<file path="src/design/adc_seq_pkg.sv">
// shared constants and types of the conversion sequencer
package adc_seq_pkg;
   // register byte offsets on the apb slave
   localparam logic [7:0] CSR_OFS = 8'h00;
   localparam logic [7:0] TCR_OFS = 8'h04;
   localparam logic [7:0] DMA_OFS = 8'h08;
   localparam logic [7:0] RES_BASE = 8'h20;
   // control_status_reg field positions
   localparam int FLAG_BIT = 7;
   localparam int IE_BIT = 6;
   localparam int GO_BIT = 5;
   localparam int SCAN_BIT = 4;
   localparam int CKS_BIT = 3;
   localparam int GRP_BIT = 2;
   // trigger_control_reg field positions
   localparam int TRIGGER_ENABLE_BIT = 7;
   localparam int TCR_SPARE_BIT = 0;
   // reset values, and the trigger_control_reg bits that always read as one
   localparam logic [7:0] CSR_RST = 8'h00;
   localparam logic [7:0] TCR_RST = 8'h7e;
   localparam logic [7:0] TCR_ONES = 8'h7e;
   // converter geometry
   localparam int RES_BITS = 10;
   localparam int CH_NUM = 8;
   // times in states; one state is one pclk cycle
   localparam int STATE_CYCLES = 1;
   localparam int TD_SLOW_ST = 6;
   localparam int TD_FAST_ST = 4;
   localparam int SPL_SLOW_ST = 31;
   localparam int SPL_FAST_ST = 15;
   localparam int BODY_SLOW_ST = 94;
   localparam int BODY_FAST_ST = 50;
   localparam int GAP_SLOW_ST = 3;
   localparam int GAP_FAST_ST = 1;
   localparam int STEP_SLOW_ST = 9;
   localparam int STEP_FAST_ST = 4;
   // derived cycle counts, loaded as count minus one
   localparam logic [7:0] TD_SLOW_C = 8'(TD_SLOW_ST * STATE_CYCLES - 1);
   localparam logic [7:0] TD_FAST_C = 8'(TD_FAST_ST * STATE_CYCLES - 1);
   localparam logic [7:0] SPL_SLOW_C = 8'(SPL_SLOW_ST * STATE_CYCLES - 1);
   localparam logic [7:0] SPL_FAST_C = 8'(SPL_FAST_ST * STATE_CYCLES - 1);
   localparam logic [7:0] BODY_SLOW_C = 8'(BODY_SLOW_ST * STATE_CYCLES - 1);
   localparam logic [7:0] BODY_FAST_C = 8'(BODY_FAST_ST * STATE_CYCLES - 1);
   localparam logic [7:0] GAP_SLOW_C = 8'(GAP_SLOW_ST * STATE_CYCLES - 1);
   localparam logic [7:0] GAP_FAST_C = 8'(GAP_FAST_ST * STATE_CYCLES - 1);
   localparam logic [3:0] STEP_SLOW_C = 4'(STEP_SLOW_ST * STATE_CYCLES - 1);
   localparam logic [3:0] STEP_FAST_C = 4'(STEP_FAST_ST * STATE_CYCLES - 1);
   typedef enum logic [2:0] {
      ST_IDLE,
      ST_SYNC,
      ST_SAMPLE,
      ST_CONVERT,
      ST_GAP
   } seq_state_t;
endpackage

</file>
<file path="src/design/sar_register.sv">
// successive-approximation register stepping one bit per period
`timescale 1ns/10ps
`default_nettype none
module sar_register
   import adc_seq_pkg::*;
#(
   parameter int RES_W = RES_BITS
) (
   input wire logic pclk,
   input wire logic presetn,
   input wire logic start,
   input wire logic fast,
   input wire logic comp_hi,
   output logic [RES_W-1:0] code_q
);
   logic [RES_W-1:0] bit_q;
   logic [3:0] step_q;
   logic [RES_W-1:0] top_bit;
   logic [RES_W-1:0] keep;
   logic [3:0] period;
   logic step_now;

   assign top_bit = {1'b1, {(RES_W-1){1'b0}}};
   assign period = fast ? STEP_FAST_C : STEP_SLOW_C;
   assign step_now = (bit_q != '0) && (step_q == 4'h0);
   // comparator says input above trial code: the trial bit stays
   assign keep = comp_hi ? bit_q : '0;

   always_ff @(posedge pclk or negedge presetn) begin
      if (!presetn) begin
         code_q <= '0;
         bit_q <= '0;
         step_q <= 4'h0;
      end else if (start) begin
         code_q <= top_bit;
         bit_q <= top_bit;
         step_q <= period;
      end else if (step_now) begin
         code_q <= (code_q & ~bit_q) | keep | (bit_q >> 1);
         bit_q <= bit_q >> 1;
         step_q <= period;
      end else if (bit_q != '0) begin
         step_q <= step_q - 4'h1;
      end
   end
endmodule
`default_nettype wire

</file>
<file path="src/design/adc_conversion_sequencer.sv">
// eight-input sar converter sequencer with apb register file
// Operation
// - single mode: go stays set, clears after
// - single finish: store, flag, clear go, idle
// - flag set with enable raises request immediately
// - flag clears by read then write zero, or by dma transfer
// - go with new mode/channel in one write
// - scan starts on group first channel
// - scan continues channel to channel until stopped
// - result lands in converted channel's register
// - scan flag after whole group, restart first
// - restart after stop begins at group start
// - sampling follows synchronisation delay after start
// - first conversion 131 slow, 69 fast states
// - later scan conversions 128 or 66 states
// - enabled external falling edge sets go
// - triggered start behaves like software start
// - dma-designated request bypasses the processor
// - dma transfer clears the end flag
// - each conversion gives ten-bit result
// - speed select picks 134 or 70 states; code gives 131 or 69, then 128 or 66 in scan
// - group bit plus low bits select channels
//
// The APB slave port and the register addresses are this design's own decisions.
`timescale 1ns/10ps
`default_nettype none
module adc_conversion_sequencer
   import adc_seq_pkg::*;
#(
   parameter int RES_W = RES_BITS
) (
   input wire logic pclk,
   input wire logic presetn,
   input wire logic psel,
   input wire logic penable,
   input wire logic pwrite,
   input wire logic [7:0] paddr,
   input wire logic [31:0] pwdata,
   output logic [31:0] prdata,
   output logic pready,
   output logic pslverr,
   input wire logic standby,
   input wire logic ext_trigger_pin,
   input wire logic timer_trigger_select,
   input wire logic timer_match,
   input wire logic comp_hi,
   input wire logic dma_ack,
   output logic [2:0] chan_sel,
   output logic sample_hold,
   output logic [RES_W-1:0] dac_code,
   output logic conversion_end_irq,
   output logic dma_req
);
   if (RES_W < 1 || RES_W > 16) begin : g_bad_width
      $error("result width must be 1 to 16");
   end

   seq_state_t state_q, state_d;
   logic [7:0] csr_q, csr_d;
   logic [7:0] tcr_q, tcr_d;
   logic dma_sel_q;
   logic armed_q, armed_d;
   logic [7:0] cnt_q, cnt_d;
   logic [2:0] chan_q, chan_d;
   logic [RES_W-1:0] res_q [CH_NUM];
   logic [31:0] prdata_q;
   logic pready_q, pslverr_q;
   logic irq_q, dma_q, sample_q;
   logic trg_s1_q, trg_s2_q, trg_s3_q;
   logic comp_s1_q, comp_s2_q;
   logic [RES_W-1:0] sar_code;

   // apb decode
   wire setup = psel && !penable;
   wire access = psel && penable && pready_q;
   wire wr = access && pwrite;
   wire rd = access && !pwrite;
   wire csr_sel = (paddr == CSR_OFS);
   wire tcr_sel = (paddr == TCR_OFS);
   wire dma_sel = (paddr == DMA_OFS);
   wire res_sel = (paddr[7:5] == RES_BASE[7:5]) && (paddr[1:0] == 2'h0);
   wire [2:0] res_idx = paddr[4:2];
   wire mapped = csr_sel || tcr_sel || dma_sel || res_sel;
   wire csr_wr = wr && csr_sel;
   wire tcr_wr = wr && tcr_sel;
   wire dma_wr = wr && dma_sel;
   wire [31:0] res_word = {{(32-RES_W){1'b0}}, res_q[res_idx]};
   wire [31:0] rd_mux = csr_sel ? {24'h0, csr_q} :
                        tcr_sel ? {24'h0, tcr_q | TCR_ONES} :
                        dma_sel ? {31'h0, dma_sel_q} :
                        res_sel ? res_word : 32'h0;

   // control fields
   wire scan_q = csr_q[SCAN_BIT];
   wire fast_q = csr_q[CKS_BIT];
   wire go_q = csr_q[GO_BIT];
   wire flag_q = csr_q[FLAG_BIT];
   wire ie_new = csr_d[IE_BIT];
   wire trigger_enable_q = tcr_q[TRIGGER_ENABLE_BIT];

   // start sources
   wire trg_fall = trg_s3_q && !trg_s2_q;
   wire ext_start = trigger_enable_q && !timer_trigger_select && trg_fall;
   wire tmr_start = trigger_enable_q && timer_trigger_select && timer_match;
   wire trig_start = ext_start || tmr_start;

   // sequencing terms
   wire cnt_zero = (cnt_q == 8'h00);
   wire done = (state_q == ST_CONVERT) && cnt_zero;
   wire last_ch = (chan_q[1:0] == csr_q[1:0]);
   wire [2:0] group_first = {csr_q[GRP_BIT], 2'b00};
   // a stop written at the finishing edge wins: no store, no flag
   wire sw_stop = csr_wr && !pwdata[GO_BIT];
   wire keep_run = !sw_stop && !standby;
   wire group_end = done && (!scan_q || last_ch) && keep_run;
   wire single_done = done && !scan_q;

   // go bit: software write, trigger set, single completion clear
   logic go_d;
   always_comb begin
      go_d = go_q;
      if (csr_wr) begin
         go_d = pwdata[GO_BIT];
      end
      if (single_done && !trig_start) begin
         go_d = 1'b0;
      end
      if (trig_start) begin
         go_d = 1'b1;
      end
   end

   wire start = go_d && (!go_q || single_done);
   // mode and channel as they stand after this edge's write
   wire [7:0] ctl_new = csr_wr ? pwdata[7:0] : csr_q;
   wire [2:0] start_ch = ctl_new[SCAN_BIT] ? {ctl_new[GRP_BIT], 2'b00}
                                          : ctl_new[2:0];
   wire fast_new = ctl_new[CKS_BIT];

   // flag: set beats clear; software clear needs a prior read, dma_ack clear does not
   wire flag_clr_sw = csr_wr && !pwdata[FLAG_BIT] && armed_q;
   wire flag_clr = flag_clr_sw || dma_ack;
   wire flag_d = group_end || (flag_q && !flag_clr);

   always_comb begin
      csr_d = csr_q;
      if (csr_wr) begin
         csr_d[IE_BIT:0] = pwdata[IE_BIT:0];
      end
      csr_d[GO_BIT] = go_d;
      csr_d[FLAG_BIT] = flag_d;
   end

   always_comb begin
      tcr_d = tcr_q;
      if (tcr_wr) begin
         tcr_d[TRIGGER_ENABLE_BIT] = pwdata[TRIGGER_ENABLE_BIT];
         tcr_d[TCR_SPARE_BIT] = pwdata[TCR_SPARE_BIT];
      end
   end

   always_comb begin
      armed_d = armed_q;
      if (rd && csr_sel && flag_q) begin
         armed_d = 1'b1;
      end else if (csr_wr || !flag_q) begin
         armed_d = 1'b0;
      end
   end

   // sequencer
   always_comb begin
      state_d = state_q;
      cnt_d = cnt_q;
      chan_d = chan_q;
      if (!cnt_zero) begin
         cnt_d = cnt_q - 8'h01;
      end
      if (!go_d) begin
         state_d = ST_IDLE;
         cnt_d = 8'h00;
      end else if (start) begin
         state_d = ST_SYNC;
         chan_d = start_ch;
         cnt_d = fast_new ? TD_FAST_C : TD_SLOW_C;
      end else begin
         unique case (state_q)
            ST_IDLE: begin
               state_d = ST_IDLE;
            end
            ST_SYNC: begin
               if (cnt_zero) begin
                  state_d = ST_SAMPLE;
                  cnt_d = fast_q ? SPL_FAST_C : SPL_SLOW_C;
               end
            end
            ST_SAMPLE: begin
               if (cnt_zero) begin
                  state_d = ST_CONVERT;
                  cnt_d = fast_q ? BODY_FAST_C : BODY_SLOW_C;
               end
            end
            ST_CONVERT: begin
               if (cnt_zero) begin
                  // scan mode: next channel, wrap to group start
                  state_d = ST_GAP;
                  chan_d = last_ch ? group_first : chan_q + 3'h1;
                  cnt_d = fast_q ? GAP_FAST_C : GAP_SLOW_C;
               end
            end
            ST_GAP: begin
               if (cnt_zero) begin
                  state_d = ST_SAMPLE;
                  cnt_d = fast_q ? SPL_FAST_C : SPL_SLOW_C;
               end
            end
         endcase
      end
   end

   wire sar_start = (state_q == ST_SAMPLE) && cnt_zero && go_d && !start;
   // next-state terms, so the requests follow the registers exactly
   wire dma_sel_d = dma_wr ? pwdata[0] : dma_sel_q;
   wire irq_d = flag_d && ie_new;

   always_ff @(posedge pclk or negedge presetn) begin
      if (!presetn) begin
         trg_s1_q <= 1'b1;
         trg_s2_q <= 1'b1;
         trg_s3_q <= 1'b1;
         comp_s1_q <= 1'b0;
         comp_s2_q <= 1'b0;
      end else begin
         trg_s1_q <= ext_trigger_pin;
         trg_s2_q <= trg_s1_q;
         trg_s3_q <= trg_s2_q;
         comp_s1_q <= comp_hi;
         comp_s2_q <= comp_s1_q;
      end
   end

   // standby initialises like reset but synchronously, except dma select and channel, which keep their values
   always_ff @(posedge pclk or negedge presetn) begin
      if (!presetn) begin
         csr_q <= CSR_RST;
         tcr_q <= TCR_RST;
         dma_sel_q <= 1'b0;
         armed_q <= 1'b0;
         state_q <= ST_IDLE;
         cnt_q <= 8'h00;
         chan_q <= 3'h0;
      end else if (standby) begin
         csr_q <= CSR_RST;
         tcr_q <= TCR_RST;
         armed_q <= 1'b0;
         state_q <= ST_IDLE;
         cnt_q <= 8'h00;
      end else begin
         csr_q <= csr_d;
         tcr_q <= tcr_d;
         dma_sel_q <= dma_sel_d;
         armed_q <= armed_d;
         state_q <= state_d;
         cnt_q <= cnt_d;
         chan_q <= chan_d;
      end
   end

   // request steering; the flag drives it so it drops with the clear
   always_ff @(posedge pclk or negedge presetn) begin
      if (!presetn) begin
         irq_q <= 1'b0;
         dma_q <= 1'b0;
         sample_q <= 1'b0;
      end else begin
         irq_q <= irq_d && !dma_sel_d && !standby;
         dma_q <= irq_d && dma_sel_d && !standby;
         sample_q <= go_d && !start && !standby &&
                     (state_d == ST_SAMPLE);
      end
   end

   // one result register per channel
   for (genvar i = 0; i < CH_NUM; i++) begin : g_res
      wire hit = done && keep_run && (chan_q == 3'(i));
      always_ff @(posedge pclk or negedge presetn) begin
         if (!presetn) begin
            res_q[i] <= '0;
         end else if (hit) begin
            res_q[i] <= sar_code;
         end
      end
   end

   // single-cycle access phase: data prepared during setup
   always_ff @(posedge pclk or negedge presetn) begin
      if (!presetn) begin
         prdata_q <= 32'h0;
         pready_q <= 1'b0;
         pslverr_q <= 1'b0;
      end else begin
         prdata_q <= (setup && !pwrite) ? rd_mux : prdata_q;
         pready_q <= setup;
         pslverr_q <= setup && !mapped;
      end
   end

   sar_register #(
      .RES_W(RES_W)
   ) u_sar (
      .pclk(pclk),
      .presetn(presetn),
      .start(sar_start),
      .fast(fast_q),
      .comp_hi(comp_s2_q),
      .code_q(sar_code)
   );

   assign prdata = prdata_q;
   assign pready = pready_q;
   assign pslverr = pslverr_q;
   assign chan_sel = chan_q;
   assign sample_hold = sample_q;
   assign dac_code = sar_code;
   assign conversion_end_irq = irq_q;
   assign dma_req = dma_q;
endmodule
`default_nettype wire

</file>
<file path="config.mk">
export PLATFORM = sky130hd
export DESIGN_NAME = adc_conversion_sequencer
export DESIGN_NICKNAME = d
export VERILOG_FILES = /design/src/design/adc_seq_pkg.sv /design/src/design/sar_register.sv /design/src/design/adc_conversion_sequencer.sv
export SDC_FILE = /design/constraint.sdc
export NUM_CORES = 1
export LEC_CHECK = 0
export ABC_AREA = 0
export BUFFER_PORTS_ARGS = -buffer_cell sky130_fd_sc_hd__buf_2
export CAP_MARGIN = 20
export CORE_ASPECT_RATIO = 0.6
export CORE_UTILIZATION = 55
export DETAILED_ROUTE_END_ITERATION = 7
export PLACE_DENSITY = 0.77
export SYNTH_ARGS = -nofsm -noshare
export SYNTH_HDL_FRONTEND = slang
export SYNTH_SLANG_ARGS = --single-unit
</file>
<file path="constraint.sdc">
create_clock -name pclk -period 7 [get_ports pclk]
set_input_delay 1.05 -clock pclk [delete_from_list [all_inputs] [get_ports pclk]]
set_output_delay 1.05 -clock pclk [all_outputs]
set_load 0.005 [all_outputs]
</file>
==> results.ini, run 1 <==
[logic_synthesis]
synth-main-ff-cell = dfrtp_1
synth_edf_count = 0
synth.avg_cell_area_um2 = 11.8
synth_cell_types = 64
syn_area_um2 = 7590
ys_warn_count = 0
seq_area_frac_synth = 0.495
ys_seq_elements = 150
synthArstFlopShare = 1.00
synthCells = 642

[critical_path]
cp_max_fo = 11
start_kind = input port
required_ps = 7340
cp_data_arrival_time_ps = 3650
crit_path_end_kind = flop
critPathKind = input port to flop
r2r_slack_ps = 4060

[global_route]
overflow = 0
grt.total_usage = 0.257
grt_first_pass_wirelength_um = 27800
antenna_found_initial = 0
grt_max_degree = 77
grt_pass1_vias = 5157

[power]
seqPwrFrac = 0.462
p_sw_frac = 0.285
pwr-share-clk = 0.433
comb_power_share = 0.105
netSwitchingPower_uw = 595
leakagePower_uw = 0.00407
power.density_nw_per_um2 = 248
max-vdd-ir-drop_uv = 202
internal-power_uw = 1490

[clock_tree]
ctsResizeCount = 0
numCtsBuffers = 17
cts_setup_buffers = 0
clk_pin_slew_ps = 70
cts_tree = built
cts.path.max_buffers = 2
cts_hold_buf = 0
cts.root.buffer_cell = clkbuf_16
htreeDepth = 4
cts.sinks = 150
clock_latency_ps = 420

[die]
core.rowCount = 32
io_pins = 101
start_util = 0.578
die_y_um = 93.0
dieArea_um2 = 14300
core-area_um2 = 13100
die_w_um = 154

[cells_and_area]
drive_gt1_frac = 0.324
insertedDiodeCount = 0
final_common_cell = dfrtp_1
final_cell_mix = dfrtp_1, mux2_2, nor2_1, buf_2, nand2_1
areaGrowthSynthToFinish_pct = 11.2
finalNetCount = 742
finalNonFillerCells = 862

[detailed_routing]
vias = 5172
wirelength_um = 17000
firstDrtPassIters = 5
drt_first_iter_violations = 340
via_per_inst = 6.00
drtAntennaViolNets = 0
post_drt_wl_per_cell_um = 19.7
drc = 0

[sta]
max_freq_ghz = 0.302
slew-limit-headroom = 0.320
tns_ps = 0
finalHoldViolations = 0
setup_viol = 0
tightest_slew_ps = 1020
fin_worst_skew_ps = 10.2
min_period_ps = 3310
slew_viol_final = 0
rsz0062_at_grt = no
fin_crit_sh = 0.473

[placement]
gp_congestion = 0.900
dp_hpwl_um = 11700
dp.cells = 830
portBuffers = 54

[run]
maxCapViolations = 0

[outcome]
status = finished clean

[min_path]
hold_path.class = flop to flop

[area by class of cell]
class / instances / area, um2
clock inverters: 14 / 153
well taps: 170 / 213
multi-input cells: 437 / 3530
fillers: 987 / 4690
flip-flops and latches: 150 / 3760
repair buffers: 56 / 292
inverters: 17 / 63.8
clock buffers: 18 / 429
[metal layers]
metal,vias to the layer above,global-route usage,wire length (um)
met3,15,0.0667,1090
met4,0,0.0625,145
met1,2633,0.371,7970
met5,-,0,0
li1,2350,-,-
met2,174,0.391,7790
[power by group through the flow]
stage | logic, uW | registers (uW) | clock network, uW
2_1_floorplan | 170 | 949 | 0
3_3_place_gp | 204 | 973 | 0
3_5_place_dp | 220 | 979 | 0
4_1_cts | 220 | 963 | 918
5_1_grt | 251 | 972 | 953
6_report | 220 | 965 | 904
[synth_stat cells, types with 3 or more instances]
library cell  instances  share of area
a211oi_1              6         0.0059
a21oi_1              31          0.020
a31oi_1               4         0.0033
buf_1                12         0.0059
buf_2                 4         0.0026
buf_4                24          0.024
clkbuf_1             19         0.0094
dfrtp_1             147           0.48
dfstp_2               3          0.010
ha_1                 12          0.020
inv_1                17         0.0084
mux2_2               79           0.12
mux2_4                5         0.0099
mux2i_1              24          0.032
mux4_2               20          0.059
nand2_1              50          0.025
nand2_2               3         0.0025
nand2b_1              5         0.0041
nand3_1               8         0.0053
nand3_4               3         0.0069
nor2_1               54          0.027
nor2b_1               4         0.0033
nor3_1                7         0.0046
nor3b_1               5         0.0049
nor4_1                3         0.0025
nor4_2                3         0.0049
o21ai_0              21          0.014
o221a_2               8          0.012
o22ai_1               7         0.0058
o31ai_1               4         0.0040
or3_1                 3         0.0025
xnor2_1               5         0.0058
[state kept, by name (all words and copies together), names as in the netlist, 2 cells and up]
name	cells
chan_sel	3
cnt_q	8
csr_q	8
prdata	10
res_q	80
state_q	3
tcr_q	2
u_sar.bit_q	10
u_sar.code_q	10
u_sar.step_q	4
[worst max-delay path, cell delays in order]
cell       delay, ps
buf_2            110
or4_4            570
nor4_2           760
o2111ai_2        270
a21oi_4          360
mux2_2           370
mux2i_1          150
[final timing paths]
path	startpoint	endpoint	depth (start not counted)
max in group asynchronous	presetn	res_q[62]	2
min in group asynchronous	presetn	res_q[57]	1
worst max register to register	cnt_q[0]	u_sar.step_q[0]	8
worst min-delay path	comp_s1_q	comp_s2_q	0
worst min register to register	comp_s1_q	comp_s2_q	0
worst max-delay path	paddr[1]	chan_sel[0]	7
[per-stage QoR]
| stage | hold WS [ps] | instance area (um2) | worst slack (ps) | utilization | total power [uW] |
|---|---|---|---|---|---|
| final | 353 | 8440 | 3690 | 0.643 | 2090 |
| after global routing | 362 | 8440 | 3520 | 0.643 | 2180 |
| after CTS | 356 | 8440 | 3700 | 0.643 | 2100 |
| after detailed placement | 340 | 7860 | 3260 | 0.598 | 1200 |
| after global placement | 335 | 7860 | 3330 | 0.598 | 1180 |
| after floorplan | 331 | 7670 | 4030 | - | 1120 |
[cell families after synthesis]
logic type	share of synthesized area
AOI/OAI and AO/OA	0.0882
xor gates and xnor gates	0.00808
adders and majority gates	0.0198
buffers and inverters	0.0501
DFF	0.495
muxes	0.218
other	0.000494
and+or+nand+nor	0.120
Power figures use the tool's default switching activity.
==> inputs of run 2 (changes only) <==
- CORE_UTILIZATION: 55 -> 52
- PLACE_DENSITY: 0.77 -> 0.76
- clock period: 7 -> 2.7 ns (I/O delays scaled with it)
==> results.ini, run 2 (synthesis results as in run 1) <==
[critical_path]
crit_start = cnt_q[0]
path_cells = inv_1, ha_1, nor3b_2, nand4_4, nor3_4, buf_12, nand3_4, mux2_4
start_kind = flop
slowest_stage = dfrtp_1
path_buf_inv = 2
cp_data_arrival_time_ps = 2770
rr_startpoint = cnt_q[0]
crit_family = simple AND/OR/NAND/NOR gates
cp_max_fo = 10
crit_path_max_incr_delay_ps = 400
required_ps = 3010
critPathKind = flop to flop
crit_path_end_kind = flop

[sta]
tightest_slew_ps = 704
min_period_ps = 2460
slew-limit-headroom = 0.531
fin_ws_ps = 240
finalHoldViolations = 8
max_freq_ghz = 0.407
whs_ps = -12.6
fin_worst_skew_ps = 13.7
setup_viol = 0
slew_viol_final = 0
rsz0062_at_grt = no
tns_ps = 0
fin_crit_sh = 0.911

[clock_tree]
cts.root.buffer_cell = clkbuf_16
cts.path.max_buffers = 2
clk_pin_slew_ps = 70
cts_setup_buffers = 0
cts.sinks = 150
numCtsBuffers = 17
cts_hold_buf = 0
cts_tree = built
htreeDepth = 4
clock_latency_ps = 430
ctsResizeCount = 0

[die]
core-area_um2 = 14000
io_pins = 101
die_w_um = 158
core.rowCount = 33
dieArea_um2 = 15100
die_y_um = 95.6
start_util = 0.544

[power]
power.density_nw_per_um2 = 634
total_power_uw = 5490
leakagePower_uw = 0.00420
max-vdd-ir-drop_uv = 370

[cells_and_area]
finalNetCount = 764
insertedDiodeCount = 0
finalNonFillerCells = 906
final_cell_mix = dfrtp_1, mux2_2, nor2_1, buf_2, nand2_1
final_common_cell = dfrtp_1
largest_reg_flops = 80
areaGrowthSynthToFinish_pct = 14.2
regMostFlops = res_q
post-route-util = 0.621
n_fill_cell = 1090
drive_gt1_frac = 0.346

[placement]
dp.cells = 874
portBuffers = 54
gp_congestion = 0.919
dp_slack_ps = 180
dp_hpwl_um = 12300

[global_route]
grt.total_usage = 0.254
grt_first_pass_wirelength_um = 28200
grt_max_degree = 74
antenna_found_initial = 0
overflow = 0
grt_pass1_vias = 5263

[detailed_routing]
vias = 5327
firstDrtPassIters = 5
via_per_inst = 5.88
drtAntennaViolNets = 0
drt_first_iter_violations = 280
wirelength_um = 17700
drc = 0
post_drt_wl_per_cell_um = 19.5

[min_path]
hold_path.class = input port to asynchronous set/reset pin

[run]
maxCapViolations = 0

[outcome]
violations = negative hold slack
status = complete, but fails checks

run 2: report_power, final:
| group | total, uW | internal, uW | switching (uW) |
|---|---|---|---|
| Clock | 2400 | 1330 | 1070 |
| Sequential | 2500 | 2340 | 160 |
| Combinational | 590 | 225 | 365 |
run 2: path summary, 6_finish.rpt:
path | to | slack (ps) | cells past startpoint
max | res_q[22] | 240 | 8
min | cnt_q[0] | -10 | 1
max reg2reg | res_q[22] | 240 | 8
min reg2reg | comp_s2_q | 350 | 0
max in group asynchronous | chan_sel[2] | 1930 | 2
min in group pclk | comp_s1_q | 90 | 1
run 2: area by class of cell:
class                   instances  area (um2)  area share
repair buffers                 78         469      0.0542
well taps                     192         240      0.0277
flip-flops and latches        150        3760       0.434
multi-input cells             437        3530       0.408
clock inverters                15         178      0.0205
clock buffers                  17         425      0.0491
inverters                      17        63.8     0.00736
run 2: stage by stage:
stage	instance area, um2	hold WS (ps)
2_1_floorplan	7670	109
3_3_place_gp	8060	333
3_5_place_dp	8060	335
4_1_cts	8660	11.6
5_1_grt	8660	33.8
6_report	8660	-12.6
run 2: layer usage:
layer	vias to the layer above	wire [um]	global-route usage
met5	-	0	0
met4	0	272	0.0753
met3	28	1240	0.0609
met2	213	7950	0.390
met1	2683	8240	0.360
li1	2403	-	-
run 2: worst reg2reg max path, delay by kind of cell (launching register included):
family,cells,cell delay [ps]
fa+ha+maj,1,190
simple gates,4,1090
flops,1,400
mux,1,360
buf+inv,2,300
==> inputs of run 3 (changes only) <==
- REMOVE_ABC_BUFFERS: default -> 1
==> results.ini, run 3 (synthesis results as in run 1) <==
[outcome]
status = finished clean

[min_path]
min_from = ext_trigger_pin
hold_path.class = input port to flop
holdPathStages = 1
hold_end = trg_s1_q

[run]
maxCapViolations = 0

[die]
die_y_um = 95.6
core.rowCount = 33
dieArea_um2 = 15100
core-area_um2 = 14000
io_pins = 101
die_w_um = 158
start_util = 0.544

[global_route]
met3_usage = 0.0545
grt_pass1_vias = 5253
gr-usage-met1 = 0.358
grt_first_pass_wirelength_um = 28200
use_met2 = 0.397
grt.total_usage = 0.254
antenna_found_initial = 0
overflow = 0
top_usage_layer = met2
grt_max_degree = 61

[critical_path]
start_kind = flop
reg2reg_to = chan_sel[0]
cp_max_fo = 6
cp_data_arrival_time_ps = 2880
r2r_cells = 9
critPathKind = flop to flop
rr_startpoint = cnt_q[0]
r2r_slack_ps = 150
required_ps = 3030
crit_path_end_kind = flop

[sta]
tightest_slew_ps = 854
slew_viol_final = 0
max_freq_ghz = 0.392
rsz0062_at_grt = no
slew-limit-headroom = 0.425
min_period_ps = 2550
finalHoldViolations = 0
setup_viol = 0
fin_worst_skew_ps = 11.3
fin_crit_sh = 0.945
tns_ps = 0

[placement]
gp_congestion = 0.845
dp_hpwl_um = 12500
portBuffers = 54

[cells_and_area]
final_common_cell = dfrtp_1
largest_reg_flops = 80
regMostFlops = res_q
final_cell_mix = dfrtp_1, mux2_2, nor2_1, buf_2, nand2_1
areaGrowthSynthToFinish_pct = 14.1
multi_input_area_um2 = 3540
finalNetCount = 765
drive_gt1_frac = 0.343
insertedDiodeCount = 0
ff_latch_area_um2 = 3760
n_fill_cell = 1110

[power]
leakagePower_uw = 0.00419
power.density_nw_per_um2 = 628
max-vdd-ir-drop_uv = 391
total_power_uw = 5440

[detailed_routing]
drtAntennaViolNets = 0
via_per_inst = 5.88
drt_first_iter_violations = 369
firstDrtPassIters = 5
drc = 0
wirelength_um = 18000
post_drt_wl_per_cell_um = 19.8
vias = 5331

[clock_tree]
cts.root.buffer_cell = clkbuf_16
clk_pin_slew_ps = 60
cts.sinks = 150
clock_latency_ps = 420
cts.path.max_buffers = 2
htreeDepth = 4
cts_setup_buffers = 0
cts_tree = built
numCtsBuffers = 17

-- run 3: per-stage QoR --
| step | utilization | instances | area [um2] | hold slack, ps | setup slack, ps |
|---|---|---|---|---|---|
| after floorplan | - | 604 | 7350 | 109 | 10.8 |
| after global placement | 0.578 | 874 | 8060 | 336 | 255 |
| after detailed placement | 0.578 | 874 | 8060 | 337 | 185 |
| after CTS | 0.620 | 907 | 8650 | 72.5 | 158 |
| after global routing | 0.620 | 907 | 8660 | 72.4 | 9.96 |
| final | 0.620 | 907 | 8660 | 81.2 | 148 |
-- run 3: how the worst max path moves through the flow --
| stage | from | end | slack, ps | cells after the start |
|---|---|---|---|---|
| final | cnt_q[0] | chan_sel[0] | 150 | 9 |
| after global routing | cnt_q[0] | u_sar.step_q[0] | 10 | 8 |
| after CTS | cnt_q[0] | res_q[62] | 160 | 7 |
| after detailed placement | paddr[1] | chan_sel[0] | 190 | 8 |
| after global placement | paddr[1] | cnt_q[1] | 260 | 7 |
| after floorplan | paddr[1] | chan_sel[2] | 10 | 6 |
-- run 3: power by group --
part           leakage (uW)  internal [uW]  switching (uW)
clock network      0.000285           1420             907
logic               0.00186            227             354
registers           0.00205           2350             177
total               0.00419           4000            1440
-- run 3: final cells by class --
type / count / area share
Sequential cell: 150 / 0.434
Tap cell: 192 / 0.0277
Clock buffer: 22 / 0.0548
Timing Repair Buffer: 79 / 0.0553
Inverter: 17 / 0.00737
Multi-Input combinational cell: 437 / 0.409
Clock inverter: 10 / 0.0121
-- run 3: layer usage --
metal / routed length [um] / vias to the layer above
li1: - / 2401
met3: 1030 / 23
met4: 187 / 0
met2: 8310 / 206
met5: 0 / -
met1: 8440 / 2701
-- run 3: critical path: stages (launching register included) --
cell and delay (ps):
dfrtp_1 400, inv_1 120, ha_1 180, nor3b_2 340, nand4_4 230, buf_4 230
o21a_1 230, a21oi_4 200, mux2_2 360, mux2i_1 160
-- run 3: what timing repair did --
item | CTS | global route
hold buffers | 1 | 0
endpoints found under the hold margin | 56 | 0
gates resized for setup | 0 | 1
endpoints found under the setup margin | 0 | 1
